File: src/hw/aibu_consts.svh
// Constants for the auxiliary interrupt and breakpoint unit.
`ifndef AIBU_CONSTS_SVH
`define AIBU_CONSTS_SVH

// ==========================================================================
// Register addresses
`define AIBU_ADDR_PEND 8'hA5
`define AIBU_ADDR_MASK 8'hA6
`define AIBU_ADDR_FLAGS 8'hA7
`define AIBU_ADDR_STDIE 8'hA8
`define AIBU_ADDR_BREAK_CONTROL 8'hA9
`define AIBU_ADDR_BPL 8'hAA
`define AIBU_ADDR_BPH 8'hAB
`define AIBU_ADDR_EXT_IRQ_CONTROL 8'hD8
`define AIBU_ADDR_SERIAL_PERIPH_DATA_REG 8'h9B
`define AIBU_DEF_ONE_HZ_ADDR 8'hFA
`define AIBU_DEF_KHZ_ADDR 8'hFB
`define AIBU_DEF_SUM_LSB_ADDR 8'hFC
`define AIBU_DEF_ADC_LSB_ADDR 8'hFD

// ==========================================================================
// Field positions and values
`define AIBU_EXT_IRQ_CONTROL_AUX_BIT 4
`define AIBU_EA_BIT 7
`define AIBU_BP_HIT_BIT 7
`define AIBU_BP_SPACE_BIT 1
`define AIBU_BP_ARM_BIT 0
`define AIBU_SRC_DLVB 0
`define AIBU_SRC_ALV 1
`define AIBU_SRC_SERIAL_PERIPH_RX_FLAG 2
`define AIBU_SRC_SERIAL_PERIPH_TX_FLAG 3
`define AIBU_SRC_KHZ 4
`define AIBU_SRC_ADC 5
`define AIBU_SRC_SUM 6
`define AIBU_SRC_SEC 7
`define AIBU_RESET_BYTE 8'h00
`define AIBU_PEND_NONE 4'h0
`define AIBU_AUX_VECTOR 16'h0033
`define AIBU_SLOTS 2
`define AIBU_SLOT_W 1

`endif

File: src/hw/aibu_pkg.sv
// Types of the auxiliary interrupt and breakpoint unit.
`include "aibu_consts.svh"

package aibu_pkg;

  typedef struct packed {
    logic [7:0] addr;
    logic [7:0] wdata;
    logic wr;
    logic rd;
  } aibu_sfr_req_t;

  typedef struct packed {
    logic valid;
    logic space;
    logic [15:0] addr;
  } aibu_mem_access_t;

  typedef struct packed {
    logic arm;
    logic space;
    logic [15:0] addr;
    logic hit;
  } aibu_slot_t;

  typedef struct packed {
    logic alv_meta;
    logic alv_sync;
    logic dlv_meta;
    logic dlv_sync;
    logic [5:0] ev;
    logic [7:0] mask;
    logic [7:0] std_ie;
    logic aux_en;
    logic [7:0] break_addr_low;
    logic [7:0] break_addr_high;
    aibu_slot_t [`AIBU_SLOTS-1:0] slot;
    logic [7:0] rdata;
    logic rvalid;
    logic aux_req;
    logic [3:0] pend;
    logic [6:0] std_req;
  } aibu_state_t;

endpackage

File: src/hw/aibu_top.sv
// Auxiliary interrupt aggregation, standard enable gating and address breakpoints.
`timescale 1ns/1ns
`include "aibu_consts.svh"

module aibu_top #(
  parameter logic [7:0] ONE_HZ_ADDR = `AIBU_DEF_ONE_HZ_ADDR,
  parameter logic [7:0] KHZ_ADDR = `AIBU_DEF_KHZ_ADDR,
  parameter logic [7:0] SUM_LSB_ADDR = `AIBU_DEF_SUM_LSB_ADDR,
  parameter logic [7:0] ADC_LSB_ADDR = `AIBU_DEF_ADC_LSB_ADDR
) (
  // Clock and reset
  input wire logic ref_clk,
  input wire logic reset_n,
  // Special function register bus from the core
  input wire aibu_pkg::aibu_sfr_req_t sfr_req,
  output logic [7:0] sfr_rdata_q,
  output logic sfr_rdata_valid_q,
  // Auxiliary event pulses from on-chip logic
  input wire logic one_hz_tick,
  input wire logic khz_tick,
  input wire logic accumulator_done,
  input wire logic conversion_done,
  input wire logic serial_periph_tx_done,
  input wire logic serial_periph_rx_done,
  // Supply detectors, asynchronous levels, high while below threshold
  input wire logic analog_lowv,
  input wire logic digital_lowv,
  // Standard sources
  input wire logic timer_a_overflow,
  input wire logic timer_b_overflow,
  input wire logic timer_c_overflow,
  input wire logic uart_a_rx_done,
  input wire logic uart_a_tx_done,
  input wire logic uart_b_rx_done,
  input wire logic uart_b_tx_done,
  input wire logic pin_irq_a,
  input wire logic pin_irq_b,
  // Breakpoint slot selection and memory access observation
  input wire logic [`AIBU_SLOT_W-1:0] memory_control_selector,
  input wire aibu_pkg::aibu_mem_access_t mem_access,
  // Requests to the core
  output logic aux_irq_req_q,
  output logic [15:0] aux_irq_vector,
  output logic [3:0] aux_pending_q,
  output logic [6:0] std_irq_req_q,
  output logic conversion_update_block,
  output logic break_hit_any
);

  // ==========================================================================
  // Helpers

  function automatic logic [3:0] aibu_pend_code(input logic [7:0] f);
    logic [3:0] code;
    code = `AIBU_PEND_NONE;
    for (int i = 7; i >= 0; i--) begin
      if (f[i]) begin
        code = 4'(i + 1);
      end
    end
    return code;
  endfunction

  function automatic logic aibu_any_hit(input aibu_pkg::aibu_slot_t [`AIBU_SLOTS-1:0] s);
    logic any;
    any = 1'b0;
    for (int k = 0; k < `AIBU_SLOTS; k++) begin
      any = any | s[k].hit;
    end
    return any;
  endfunction

  // ==========================================================================
  // State

  aibu_pkg::aibu_state_t s_q;
  aibu_pkg::aibu_state_t s_d;
  logic [7:0] raw;
  logic [7:0] flags;
  logic hit_any;
  logic wr_mask;
  logic wr_stdie;
  logic wr_ext_irq_control;
  logic wr_break_control;
  logic wr_bpl;
  logic wr_bph;
  logic wr_spi;
  logic rd_spi;
  logic rd_one_hz;
  logic rd_khz;
  logic rd_sum;
  logic rd_adc;
  logic [5:0] ev_set;
  logic [5:0] ev_clr;
  logic [6:0] std_src;
  logic [7:0] break_control_rd;
  aibu_pkg::aibu_slot_t sel_slot;

  always_comb begin
    hit_any = aibu_any_hit(s_q.slot);
    raw = {s_q.ev, s_q.alv_sync, s_q.dlv_sync | hit_any};
    flags = raw & s_q.mask;
    sel_slot = s_q.slot[memory_control_selector];
    break_control_rd = `AIBU_RESET_BYTE;
    break_control_rd[`AIBU_BP_HIT_BIT] = hit_any;
    break_control_rd[`AIBU_BP_SPACE_BIT] = sel_slot.space;
    break_control_rd[`AIBU_BP_ARM_BIT] = sel_slot.arm;
  end

  // ==========================================================================
  // Bus decode

  always_comb begin
    wr_mask = sfr_req.wr && (sfr_req.addr == `AIBU_ADDR_MASK);
    wr_stdie = sfr_req.wr && (sfr_req.addr == `AIBU_ADDR_STDIE);
    wr_ext_irq_control = sfr_req.wr && (sfr_req.addr == `AIBU_ADDR_EXT_IRQ_CONTROL);
    wr_break_control = sfr_req.wr && (sfr_req.addr == `AIBU_ADDR_BREAK_CONTROL);
    wr_bpl = sfr_req.wr && (sfr_req.addr == `AIBU_ADDR_BPL);
    wr_bph = sfr_req.wr && (sfr_req.addr == `AIBU_ADDR_BPH);
    wr_spi = sfr_req.wr && (sfr_req.addr == `AIBU_ADDR_SERIAL_PERIPH_DATA_REG);
    rd_spi = sfr_req.rd && (sfr_req.addr == `AIBU_ADDR_SERIAL_PERIPH_DATA_REG);
    rd_one_hz = sfr_req.rd && (sfr_req.addr == ONE_HZ_ADDR);
    rd_khz = sfr_req.rd && (sfr_req.addr == KHZ_ADDR);
    rd_sum = sfr_req.rd && (sfr_req.addr == SUM_LSB_ADDR);
    rd_adc = sfr_req.rd && (sfr_req.addr == ADC_LSB_ADDR);
  end

  // ==========================================================================
  // Auxiliary events
  // A new event in the same cycle as its clearing access stays set, so no
  // event is lost to a racing read or write.

  always_comb begin
    ev_set = {one_hz_tick, accumulator_done, conversion_done, khz_tick,
              serial_periph_tx_done, serial_periph_rx_done};
    ev_clr = {rd_one_hz, rd_sum, rd_adc, rd_khz, wr_spi, rd_spi};
  end

  always_comb begin
    std_src = {uart_b_rx_done | uart_b_tx_done, timer_c_overflow,
               uart_a_rx_done | uart_a_tx_done, timer_b_overflow,
               pin_irq_b, timer_a_overflow, pin_irq_a};
  end

  // ==========================================================================
  // Next state

  always_comb begin
    s_d = s_q;
    s_d.alv_meta = analog_lowv;
    s_d.alv_sync = s_q.alv_meta;
    s_d.dlv_meta = digital_lowv;
    s_d.dlv_sync = s_q.dlv_meta;
    // Flag clearing side effects
    s_d.ev = (s_q.ev & ~ev_clr) | ev_set;
    if (wr_mask) begin
      s_d.mask = sfr_req.wdata;
    end
    if (wr_stdie) begin
      s_d.std_ie = sfr_req.wdata;
    end
    if (wr_ext_irq_control) begin
      s_d.aux_en = sfr_req.wdata[`AIBU_EXT_IRQ_CONTROL_AUX_BIT];
    end
    if (wr_bpl) begin
      s_d.break_addr_low = sfr_req.wdata;
    end
    if (wr_bph) begin
      s_d.break_addr_high = sfr_req.wdata;
    end
    for (int k = 0; k < `AIBU_SLOTS; k++) begin
      if (wr_break_control && (int'(memory_control_selector) == k)) begin
        s_d.slot[k].arm = sfr_req.wdata[`AIBU_BP_ARM_BIT];
        s_d.slot[k].space = sfr_req.wdata[`AIBU_BP_SPACE_BIT];
        s_d.slot[k].addr = {s_q.break_addr_high, s_q.break_addr_low};
        if (sfr_req.wdata[`AIBU_BP_HIT_BIT]) begin
          s_d.slot[k].hit = 1'b0;
        end
      end
      if (mem_access.valid && s_q.slot[k].arm && (mem_access.space == s_q.slot[k].space)
          && (mem_access.addr == s_q.slot[k].addr)) begin
        s_d.slot[k].hit = 1'b1;
      end
    end
    // Register read mux
    s_d.rvalid = 1'b0;
    s_d.rdata = `AIBU_RESET_BYTE;
    if (sfr_req.rd) begin
      case (sfr_req.addr)
        `AIBU_ADDR_PEND: begin
          s_d.rvalid = 1'b1;
          s_d.rdata = {4'h0, aibu_pend_code(flags)};
        end
        `AIBU_ADDR_MASK: begin
          s_d.rvalid = 1'b1;
          s_d.rdata = raw;
        end
        `AIBU_ADDR_FLAGS: begin
          s_d.rvalid = 1'b1;
          s_d.rdata = flags;
        end
        `AIBU_ADDR_STDIE: begin
          s_d.rvalid = 1'b1;
          s_d.rdata = s_q.std_ie;
        end
        `AIBU_ADDR_BREAK_CONTROL: begin
          s_d.rvalid = 1'b1;
          s_d.rdata = break_control_rd;
        end
        `AIBU_ADDR_BPL: begin
          s_d.rvalid = 1'b1;
          s_d.rdata = s_q.break_addr_low;
        end
        `AIBU_ADDR_BPH: begin
          s_d.rvalid = 1'b1;
          s_d.rdata = s_q.break_addr_high;
        end
        `AIBU_ADDR_EXT_IRQ_CONTROL: begin
          s_d.rvalid = 1'b1;
          s_d.rdata[`AIBU_EXT_IRQ_CONTROL_AUX_BIT] = s_q.aux_en;
        end
        default: begin
          s_d.rvalid = 1'b0;
        end
      endcase
    end
    s_d.aux_req = s_q.aux_en && (flags != 8'h00);
    s_d.pend = aibu_pend_code(flags);
    s_d.std_req = s_q.std_ie[`AIBU_EA_BIT] ? (s_q.std_ie[6:0] & std_src) : 7'h00;
  end

  always_ff @(posedge ref_clk) begin
    if (!reset_n) begin
      s_q <= '0;
    end else begin
      s_q <= s_d;
    end
  end

  // ==========================================================================
  // Outputs
  // The requests are registered, so they trail the flags and standard sources by one cycle; the
  // core samples them once per instruction and does not notice.

  assign sfr_rdata_q = s_q.rdata;
  assign sfr_rdata_valid_q = s_q.rvalid;
  assign aux_irq_req_q = s_q.aux_req;
  assign aux_pending_q = s_q.pend;
  assign std_irq_req_q = s_q.std_req;
  assign aux_irq_vector = `AIBU_AUX_VECTOR;
  assign conversion_update_block = raw[`AIBU_SRC_ADC];
  assign break_hit_any = hit_any;
endmodule

File: config.mk
export PLATFORM = sky130hd
export DESIGN_NAME = aibu_top
export DESIGN_NICKNAME = d
export VERILOG_FILES = /design/src/hw/aibu_pkg.sv /design/src/hw/aibu_top.sv
export VERILOG_INCLUDE_DIRS = /design/src /design/src/hw
export SDC_FILE = /design/constraint.sdc
export NUM_CORES = 1
export LEC_CHECK = 0
export ABC_CLOCK_PERIOD_IN_PS = 2440
export BUFFER_PORTS_ARGS = -buffer_cell sky130_fd_sc_hd__clkbuf_2
export CORE_MARGIN = 1.5
export CORE_UTILIZATION = 54
export DETAILED_ROUTE_END_ITERATION = 10
export PLACE_DENSITY = 0.83
export REMOVE_ABC_BUFFERS = 1
export SYNTH_ARGS = -nofsm -noshare
export SYNTH_HDL_FRONTEND = slang
export SYNTH_SLANG_ARGS = --single-unit
File: constraint.sdc
create_clock -name ref_clk -period 2.44 [get_ports ref_clk]
set_input_delay 0.244 -clock ref_clk [delete_from_list [all_inputs] [get_ports ref_clk]]
set_output_delay 0.244 -clock ref_clk [all_outputs]
set_load 0.01 [all_outputs]
# --- Word level (Yosys, flattened, before mapping) ---
# Index checks and enable logic that the tools add are counted.
word_totals:
  out_inout_bits: 39
  rom_bits: 0
  latch_bits: 0
  ff_bits: 102
  mem_bits_rw: 0
  mem_count: 0
  input_bits: 56
classes:
  n_eq_ne: 17
  shifts: 0
  add_sub_neg: 0
  order_cmp: 1
  bitwise: 10
  multipliers: 0
  div_mod_pow: 0
  reduce_logical: 31
  mux: 19
op_table:
  columns: ["operator", "count"]
  rows:
  - ["== test 8 bit, second input constant", 13]
  - ["2-to-1 mux 19 bit", 2]
  - ["== test 16 bit", 2]
  - ["2-to-1 mux 4 bit", 8]
  - ["one-hot mux 4 bit (7 select lines)", 1]
  - ["logical AND 1 bit", 21]
  - ["one-hot mux 3 bit (6 select lines)", 1]
  - ["bitwise AND 8 bit", 1]
  - ["AND reduction 2 bit", 4]
  - ["nonzero test 2 bit", 4]
  - ["nonzero test 8 bit", 1]
  - ["OR reduction 8 bit", 1]
  - ["bitwise AND 7 bit", 1]
  - ["bitwise AND 6 bit", 1]
  - ["2-to-1 mux 1 bit", 6]
  - ["inverter 6 bit", 1]
  - ["bitwise OR 6 bit", 1]
  - ["one-hot mux 1 bit (6 select lines)", 1]
  - ["bitwise OR 1 bit", 4]
  - ["== test 1 bit", 2]
  - ["< comparator 1 x 2 -> 1 bit, second input constant", 1]
  - ["inverter 1 bit", 1]

# --- Depth between registers and ports, before layout ---
# Gate-level depths: netlist of the first run.
depth:
  word_depth: 12
  mapped_depth: 7

# --- Least setup slack after synthesis of the first run ---
# OpenSTA, ideal clock, no wires.
synth_path:
  kind: "reg-to-reg"
  startpoint: "register s_q[40] in the netlist's numbering"
  endpoint: "register s_q (netlist bit sfr_rdata_q[7])"
  slack_ns: 1.044
  n_path_buf: 0
  arrival_ns: 1.278
  required_time_ns: 2.323
  synth_period_minus_slack_ns: 1.396
  setup_ns: 0.117
  path_stages_with_launch: 5
  path_cell_list: "dfxtp_1 -> or2_2 -> mux4_2 -> a32oi_1 -> nor2_1"
synth_between:
  elab_chain_len: 2
synth_lines:
  columns: ["item", "line_no", "text"]
  rows:
  - ["start: declaration", "aibu_top.sv:76", "aibu_pkg::aibu_state_t s_q;"]
  - ["start signal: assignment", "aibu_top.sv:234", "s_q <= '0;"]
  - ["start signal: assignment", "aibu_top.sv:236", "s_q <= s_d;"]
  - ["bitwise OR 1 bit", "aibu_top.sv:68", "any = any | s[k].hit;"]
  - ["named net break_hit_any", "aibu_top.sv:47", "output logic break_hit_any"]
  - ["one-hot mux 3 bit (6 select lines)", "aibu_top.sv:189", "case (sfr_req.addr)"]
# The timed path passes the listed nets, and every way through them passes these cells.
# A chain may end at the register's enable or synchronous reset.

# --- Worst setup path after layout of the first run ---
layout_path:
  startpoint: "register s_q[40] in the netlist's numbering"
  endpoint: "register s_q (netlist bit sfr_rdata_q[3])"
layout_between:
  elab_chain_len: 5
layout_lines:
  columns: ["item", "line_no", "text"]
  rows:
  - ["bitwise OR 1 bit", "aibu_top.sv:68", null]
  - ["bitwise OR 1 bit", "aibu_top.sv:101", "raw = {s_q.ev, s_q.alv_sync, s_q.dlv_sync | hit_any};"]
  - ["bitwise AND 8 bit", "aibu_top.sv:102", "flags = raw & s_q.mask;"]
  - ["2-to-1 mux 4 bit", null, null]
  - ["one-hot mux 4 bit (7 select lines)", "aibu_top.sv:189", null]
# No other way between the ends.

==> results of run 1 <==
power by group through the flow:
stage / registers (mW) / clock network, mW / logic (mW)
6_report: 1.69 / 1.11 / 0.201
2_1_floorplan: 1.72 / 0 / 0.0852
4_1_cts: 1.69 / 1.13 / 0.199
3_5_place_dp: 1.73 / 0 / 0.198
3_3_place_gp: 1.73 / 0 / 0.195
5_1_grt: 1.69 / 1.19 / 0.219
worst min path at each step:
| stage | to | slack, ps | depth (start not counted) |
|---|---|---|---|
| 2_1_floorplan | raw[7] | 360 | 2 |
| 3_3_place_gp | raw[1] | 420 | 1 |
| 3_5_place_dp | s_q[98] | 420 | 1 |
| 4_1_cts | s_d[98] | 70 | 2 |
| 5_1_grt | s_d[98] | 70 | 2 |
| 6_report | s_d[98] | 70 | 2 |
sequential cells by signal (all words and copies together) (netlist names):
signal and cells:
aux_irq_req_q 1, aux_pending_q 4, conversion_update_block 1, raw 6, s_d 2, s_q 72
sfr_rdata_q 8, sfr_rdata_valid_q 1, std_irq_req_q 7
layout by cell type (no fill, tap or decap), types with 5 or more instances in the layout:
cell type  synthesis  final
buf_4             36      6
dfxtp_1          102    102
conb_1             2     16
mux2_2             7      7
a21oi_1            6      6
o21ai_0            6      6
nand3_1           11     11
a32oi_1            6      6
xnor2_1            8      8
inv_1              6      6
xor2_1            26     26
clkbuf_8           0     11
nor4_1             7      7
clkbuf_2           0     78
and3_1             6      6
a22o_1             7      7
nand4_1            5      5
nor2_1            81     81
nand2_1            9      9
and2_1             5      5
nand2b_1           8      8
mux2i_1           69     69
layout make-up:
type | count | share of cell area
clock inverters | 4 | 0.0105
multi-input cells | 331 | 0.450
flip-flops and latches | 102 | 0.391
repair buffers | 85 | 0.0873
well taps | 108 | 0.0259
clock buffers | 12 | 0.0297
inverters | 7 | 0.00503
through the flow:
stage / area (µm²) / util
floorplan: 4420 / -
global placement: 5010 / 0.580
detailed placement: 5010 / 0.580
CTS: 5220 / 0.604
global route: 5220 / 0.604
finish: 5220 / 0.604
routing by layer:
layer,wire [µm],vias to the layer above
li1,-,1736
met1,4620,1692
met5,0,-
met4,195,0
met3,607,19
met2,5360,113
kinds of logic (layout without fill, tap and decap cells):
family          count (synthesis)  after routing  synth area share
other cells                     2             16           0.00158
xor+xnor                       34             34            0.0625
buf+inv                        63            108            0.0893
compound gates                 47             47            0.0738
flops                         102            102             0.429
simple gates                  155            155             0.169
mux                            79             79             0.176
==> impl_metrics.env, run 1 <==
export IMPL_status="finished, final reports clean"
export IMPL_crit_path_end="sfr_rdata_q[3]"
export IMPL_io_pin_count=95
export IMPL_antenna_found_initial=0
export IMPL_hp_class="input port to register"
export IMPL_arrival_ps=1870
export IMPL_dr_pass1_iters=4
export IMPL_fin_crit_sh=0.646
export IMPL_fillers=745
export IMPL_leakage_nw=2.69
export IMPL_crit_fanout=4
export IMPL_drv_cap=0
export IMPL_setup_worst_path_class="register to register"
export IMPL_diodes=0
export IMPL_hp_start="digital_lowv"
export IMPL_top_usage_layer="met2"
export IMPL_post_cts_buffers=0
export IMPL_synthDistinctLibCells=57
export IMPL_overflow=0
export IMPL_multiInputGateArea_um2=2350
export IMPL_clkTransAtPathRegs_ps=90
export IMPL_clk_path_buf_depth=2
export IMPL_skew_ps=6.56
export IMPL_syn_area_um2=4760
export IMPL_slew_headroom=0.617
export IMPL_fin_ws_ps=863
export IMPL_grt_use_met2=0.405
export IMPL_r2r_start="s_q[40]"
export IMPL_slowest_delay_ps=440
export IMPL_worst_r2r_setup_slack_ps=860
export IMPL_cts_tree="built"
export IMPL_r2r_end="sfr_rdata_q[3]"
export IMPL_crit_path_end_kind="register"
export IMPL_reg2reg_depth=4
export IMPL_path_delay_family="simple AND/OR/NAND/NOR gates"
export IMPL_cts_resized=0
export IMPL_met3_usage=0.0578
export IMPL_vias=3560
export IMPL_critPathBufInv=0
export IMPL_grt_max_degree=51
export IMPL_grt_util_all_layers=0.231
export IMPL_p_seq_frac=0.562
export IMPL_root_buffer="clkbuf_8"
export IMPL_pre_cts_ws_ps=605
export IMPL_final_cell_count_no_fill=649
export IMPL_gp_congestion=0.928
export IMPL_wl_um=10800
export IMPL_start_util=0.552
export IMPL_synthCells=482
export IMPL_register_area_um2=2040
export IMPL_finalCriticalPeriod_ps=1580
export IMPL_ir_drop_mv=0.430
export IMPL_grt_pass1_vias=3580
export IMPL_place_hpwl_um=8020
export IMPL_setup_tns_ps=0
export IMPL_ant_nets=0
export IMPL_p_int_mw=2.29
export IMPL_rsz0062_at_grt="no"
export IMPL_ys_ff_latch=102
export IMPL_fin_nets=592
export IMPL_crit_path_start_kind="register"
export IMPL_p_per_area_nw_per_um2=575
export IMPL_synth_top_area_cell="dfxtp_1"
export IMPL_core_um2=8640
export IMPL_seq_area_frac_synth=0.429
export IMPL_swShare=0.238
export IMPL_netlist_area_leader_share=0.429
export IMPL_ys_async_sr_fraction=0
export IMPL_cts_hold_buffers=0
export IMPL_rows=34
export IMPL_p_clk_frac=0.371
export IMPL_dp_cells=633
export IMPL_drc=0
export IMPL_crit_cells=4
export IMPL_hold_viol_final=0
export IMPL_startpoint="s_q[40]"
export IMPL_synth_edf_count=0
export IMPL_combPwrFrac=0.067
export IMPL_total_power_mw=3.00
export IMPL_insertion_delay_ps=370
export IMPL_netlist_top_cells_area="dfxtp_1 (43%), mux2i_1 (14%), nor2_1 (6.4%)"
export IMPL_syn_avg_cell_area_um2=9.89
export IMPL_max_freq_mhz=634
export IMPL_setup_viol=0
export IMPL_yosysWarnings=0
export IMPL_crit_chain="o31a_1 > nor4_1 > nand3_1 > o22ai_1"
export IMPL_portBuffers=78
export IMPL_fp_dieH_um=96.9
export IMPL_area_delta_synth_final_pct=9.53
export IMPL_switchingPower_uw=714
export IMPL_synth_most_common_cell="dfxtp_1"
export IMPL_routedWlPerCell_um=16.6
export IMPL_yosys_top_cells_count="dfxtp_1 (102), nor2_1 (81), mux2i_1 (69)"
export IMPL_tightest_slew_ps=571
export IMPL_drtIter0Drc=142
export IMPL_fin_hold_ws_ps=72.3
export IMPL_grt_pass1_wl_um=17200
export IMPL_numCtsBuffers=9
export IMPL_ctsHtreeMaxLevel=3
export IMPL_die_x_um=96.9
export IMPL_clock_sinks=102
export IMPL_crit_path_top_delay_cell="nor4_1"
export IMPL_use_met1=0.275
export IMPL_drive_above_1_share=0.229
export IMPL_worstPathRequired_ps=2740
export IMPL_avgViaCountPerCell=5.49
export IMPL_synthFlopType="dfxtp_1"
export IMPL_die_area_um2=9400
export IMPL_drv_slew=0
Note: power is estimated with default switching activity, not from simulation.
==> inputs of run 2 (changes only) <==
ABC_CLOCK_PERIOD_IN_PS = 1400   (was 2440)
CORE_UTILIZATION = 50   (was 54)
PLACE_DENSITY = 0.81   (was 0.83)
clock period = 1.4 ns   (was 2.44 ns; I/O delays follow)
==> run 2 against run 1 <==
  * The run now ends with negative setup slack left
  * Fmax up 10%
  * Utilization up 1.3 points
  * Power up 76%
  * Critical path depth unchanged
  * First-iteration DRC count up 54%
  * Die area up 7.7%
  * Via count up 5.9%
  * Wire length up 8.4%
  * Combinational power up 120%
  * Critical endpoint is now sfr_rdata_q[7]
  * Clock power up 71%
  * Final area up 9.2%
==> impl_metrics.env, run 2 (synthesis results as in run 1) <==
export IMPL_rows=35
export IMPL_ctsHtreeMaxLevel=3
export IMPL_regMostFlops="s_q"
export IMPL_final_common_cell="dfxtp_1"
export IMPL_post_route_util=0.617
export IMPL_antenna_found_initial=0
export IMPL_ir_drop_mv=0.658
export IMPL_grt_pass1_wl_um=18600
export IMPL_routedWlPerCell_um=16.4
export IMPL_arrival_ps=1680
export IMPL_max_freq_mhz=699
export IMPL_diodes=0
export IMPL_place_hpwl_um=8740
export IMPL_setup_worst_path_class="register to register"
export IMPL_setup_viol=1
export IMPL_finalCriticalPeriod_ps=1430
export IMPL_violations="negative setup slack"
export IMPL_skew_ps=6.79
export IMPL_leakage_nw=2.94
export IMPL_grt_util_all_layers=0.239
export IMPL_root_buffer="clkbuf_8"
export IMPL_crit_path_end_kind="register"
export IMPL_fillers=770
export IMPL_crit_path_start_kind="register"
export IMPL_die_area_um2=10100
export IMPL_tightest_slew_ps=512
export IMPL_drv_cap=0
export IMPL_fin_ws_ps=-29.9
export IMPL_io_pin_count=95
export IMPL_final_cell_mix="dfxtp_1 (96), nor2_1 (81), clkbuf_2 (78)"
export IMPL_drv_slew=0
export IMPL_ant_nets=0
export IMPL_core_um2=9240
export IMPL_grt_pass1_vias=3820
export IMPL_start_util=0.516
export IMPL_numCtsBuffers=9
export IMPL_area_delta_synth_final_pct=19.6
export IMPL_drtIter0Drc=219
export IMPL_clkTransAtPathRegs_ps=90
export IMPL_dr_pass1_iters=4
export IMPL_cts_tree="built"
export IMPL_grt_max_degree=53
export IMPL_gp_congestion=0.951
export IMPL_vias=3771
export IMPL_drc=0
export IMPL_hold_viol_final=0
export IMPL_overflow=0
export IMPL_drive_above_1_share=0.295
export IMPL_worstPathRequired_ps=1650
export IMPL_clk_path_buf_depth=2
export IMPL_crit_fanout=3
export IMPL_final_cell_count_no_fill=713
export IMPL_p_per_area_nw_per_um2=925
export IMPL_largest_register_ffs=72
export IMPL_rsz0062_at_grt="yes"
export IMPL_dp_cells=686
export IMPL_status="finished with violations"
export IMPL_insertion_delay_ps=370
export IMPL_die_x_um=101
export IMPL_slew_headroom=0.655
export IMPL_wl_um=11700
export IMPL_pre_cts_ws_ps=-151
export IMPL_fin_nets=635
export IMPL_fp_dieH_um=101
export IMPL_fin_crit_sh=1.02
export IMPL_clock_sinks=102
export IMPL_avgViaCountPerCell=5.29
export IMPL_portBuffers=78
export IMPL_hp_class="input port to register"
==> run 2: through the flow <==
step,power (mW),setup TNS [ps],area (µm²),hold slack (ps)
3_5_place_dp,3.41,-3900,5310,355
6_report,5.27,-29.9,5700,12.4
5_1_grt,5.44,-297,5700,10.3
4_1_cts,5.29,-28.9,5650,7.63
2_1_floorplan,3.15,-18700,4420,257
3_3_place_gp,3.40,-1860,5310,352
==> run 2: what timing repair did <==
item / 4_1_cts / 5_1_grt
hold buffers: 9 / 0
hold endpoints to repair: 9 / 0
pin swaps: 6 / 6
gates resized for setup: 8 / 11
setup endpoints to repair: 8 / 8
buffers inserted: 1 / 1
==> run 2: power breakdown <==
group	internal [mW]	leakage (nW)	switching [mW]
Clock	0.924	0.0996	0.972
Sequential	2.92	0.827	0.0176
Combinational	0.193	2.01	0.248
Total	4.03	2.94	1.24
==> run 2: worst paths after layout <==
| kind | start | to | slack [ps] | cells past startpoint |
|---|---|---|---|---|
| worst max-delay path | s_q[21] | sfr_rdata_q[7] | -30 | 4 |
| worst min-delay path | uart_a_rx_done | std_irq_req_q[4] | 10 | 3 |
| worst max register to register | s_q[21] | sfr_rdata_q[7] | -30 | 4 |
| worst min register to register | s_d[98] | s_q[98] | 440 | 1 |
==> run 2: area by class of cell <==
class,count,area (µm²),area share
multi-input combinational,331,2420,0.425
sequential,102,2050,0.360
timing repair buffer,128,838,0.147
tap,129,161,0.0283
clock buffer,13,159,0.0279
clock inverter,3,42.5,0.00746
inverter,7,26.3,0.00461
==> run 2: metal layers <==
metal,GRT usage,vias up,wire length (µm)
li1,-,1819,-
met1,0.289,1803,5090
met2,0.410,123,5830
met3,0.0430,26,455
met4,0.113,0,311
met5,0,-,0
==> run 2: worst max-delay path, stage by stage (launching register included) <==
cell     delay [ps]
dfxtp_2         340
or2_4           270
mux4_2          470
a32oi_2         180
nor2_1           60
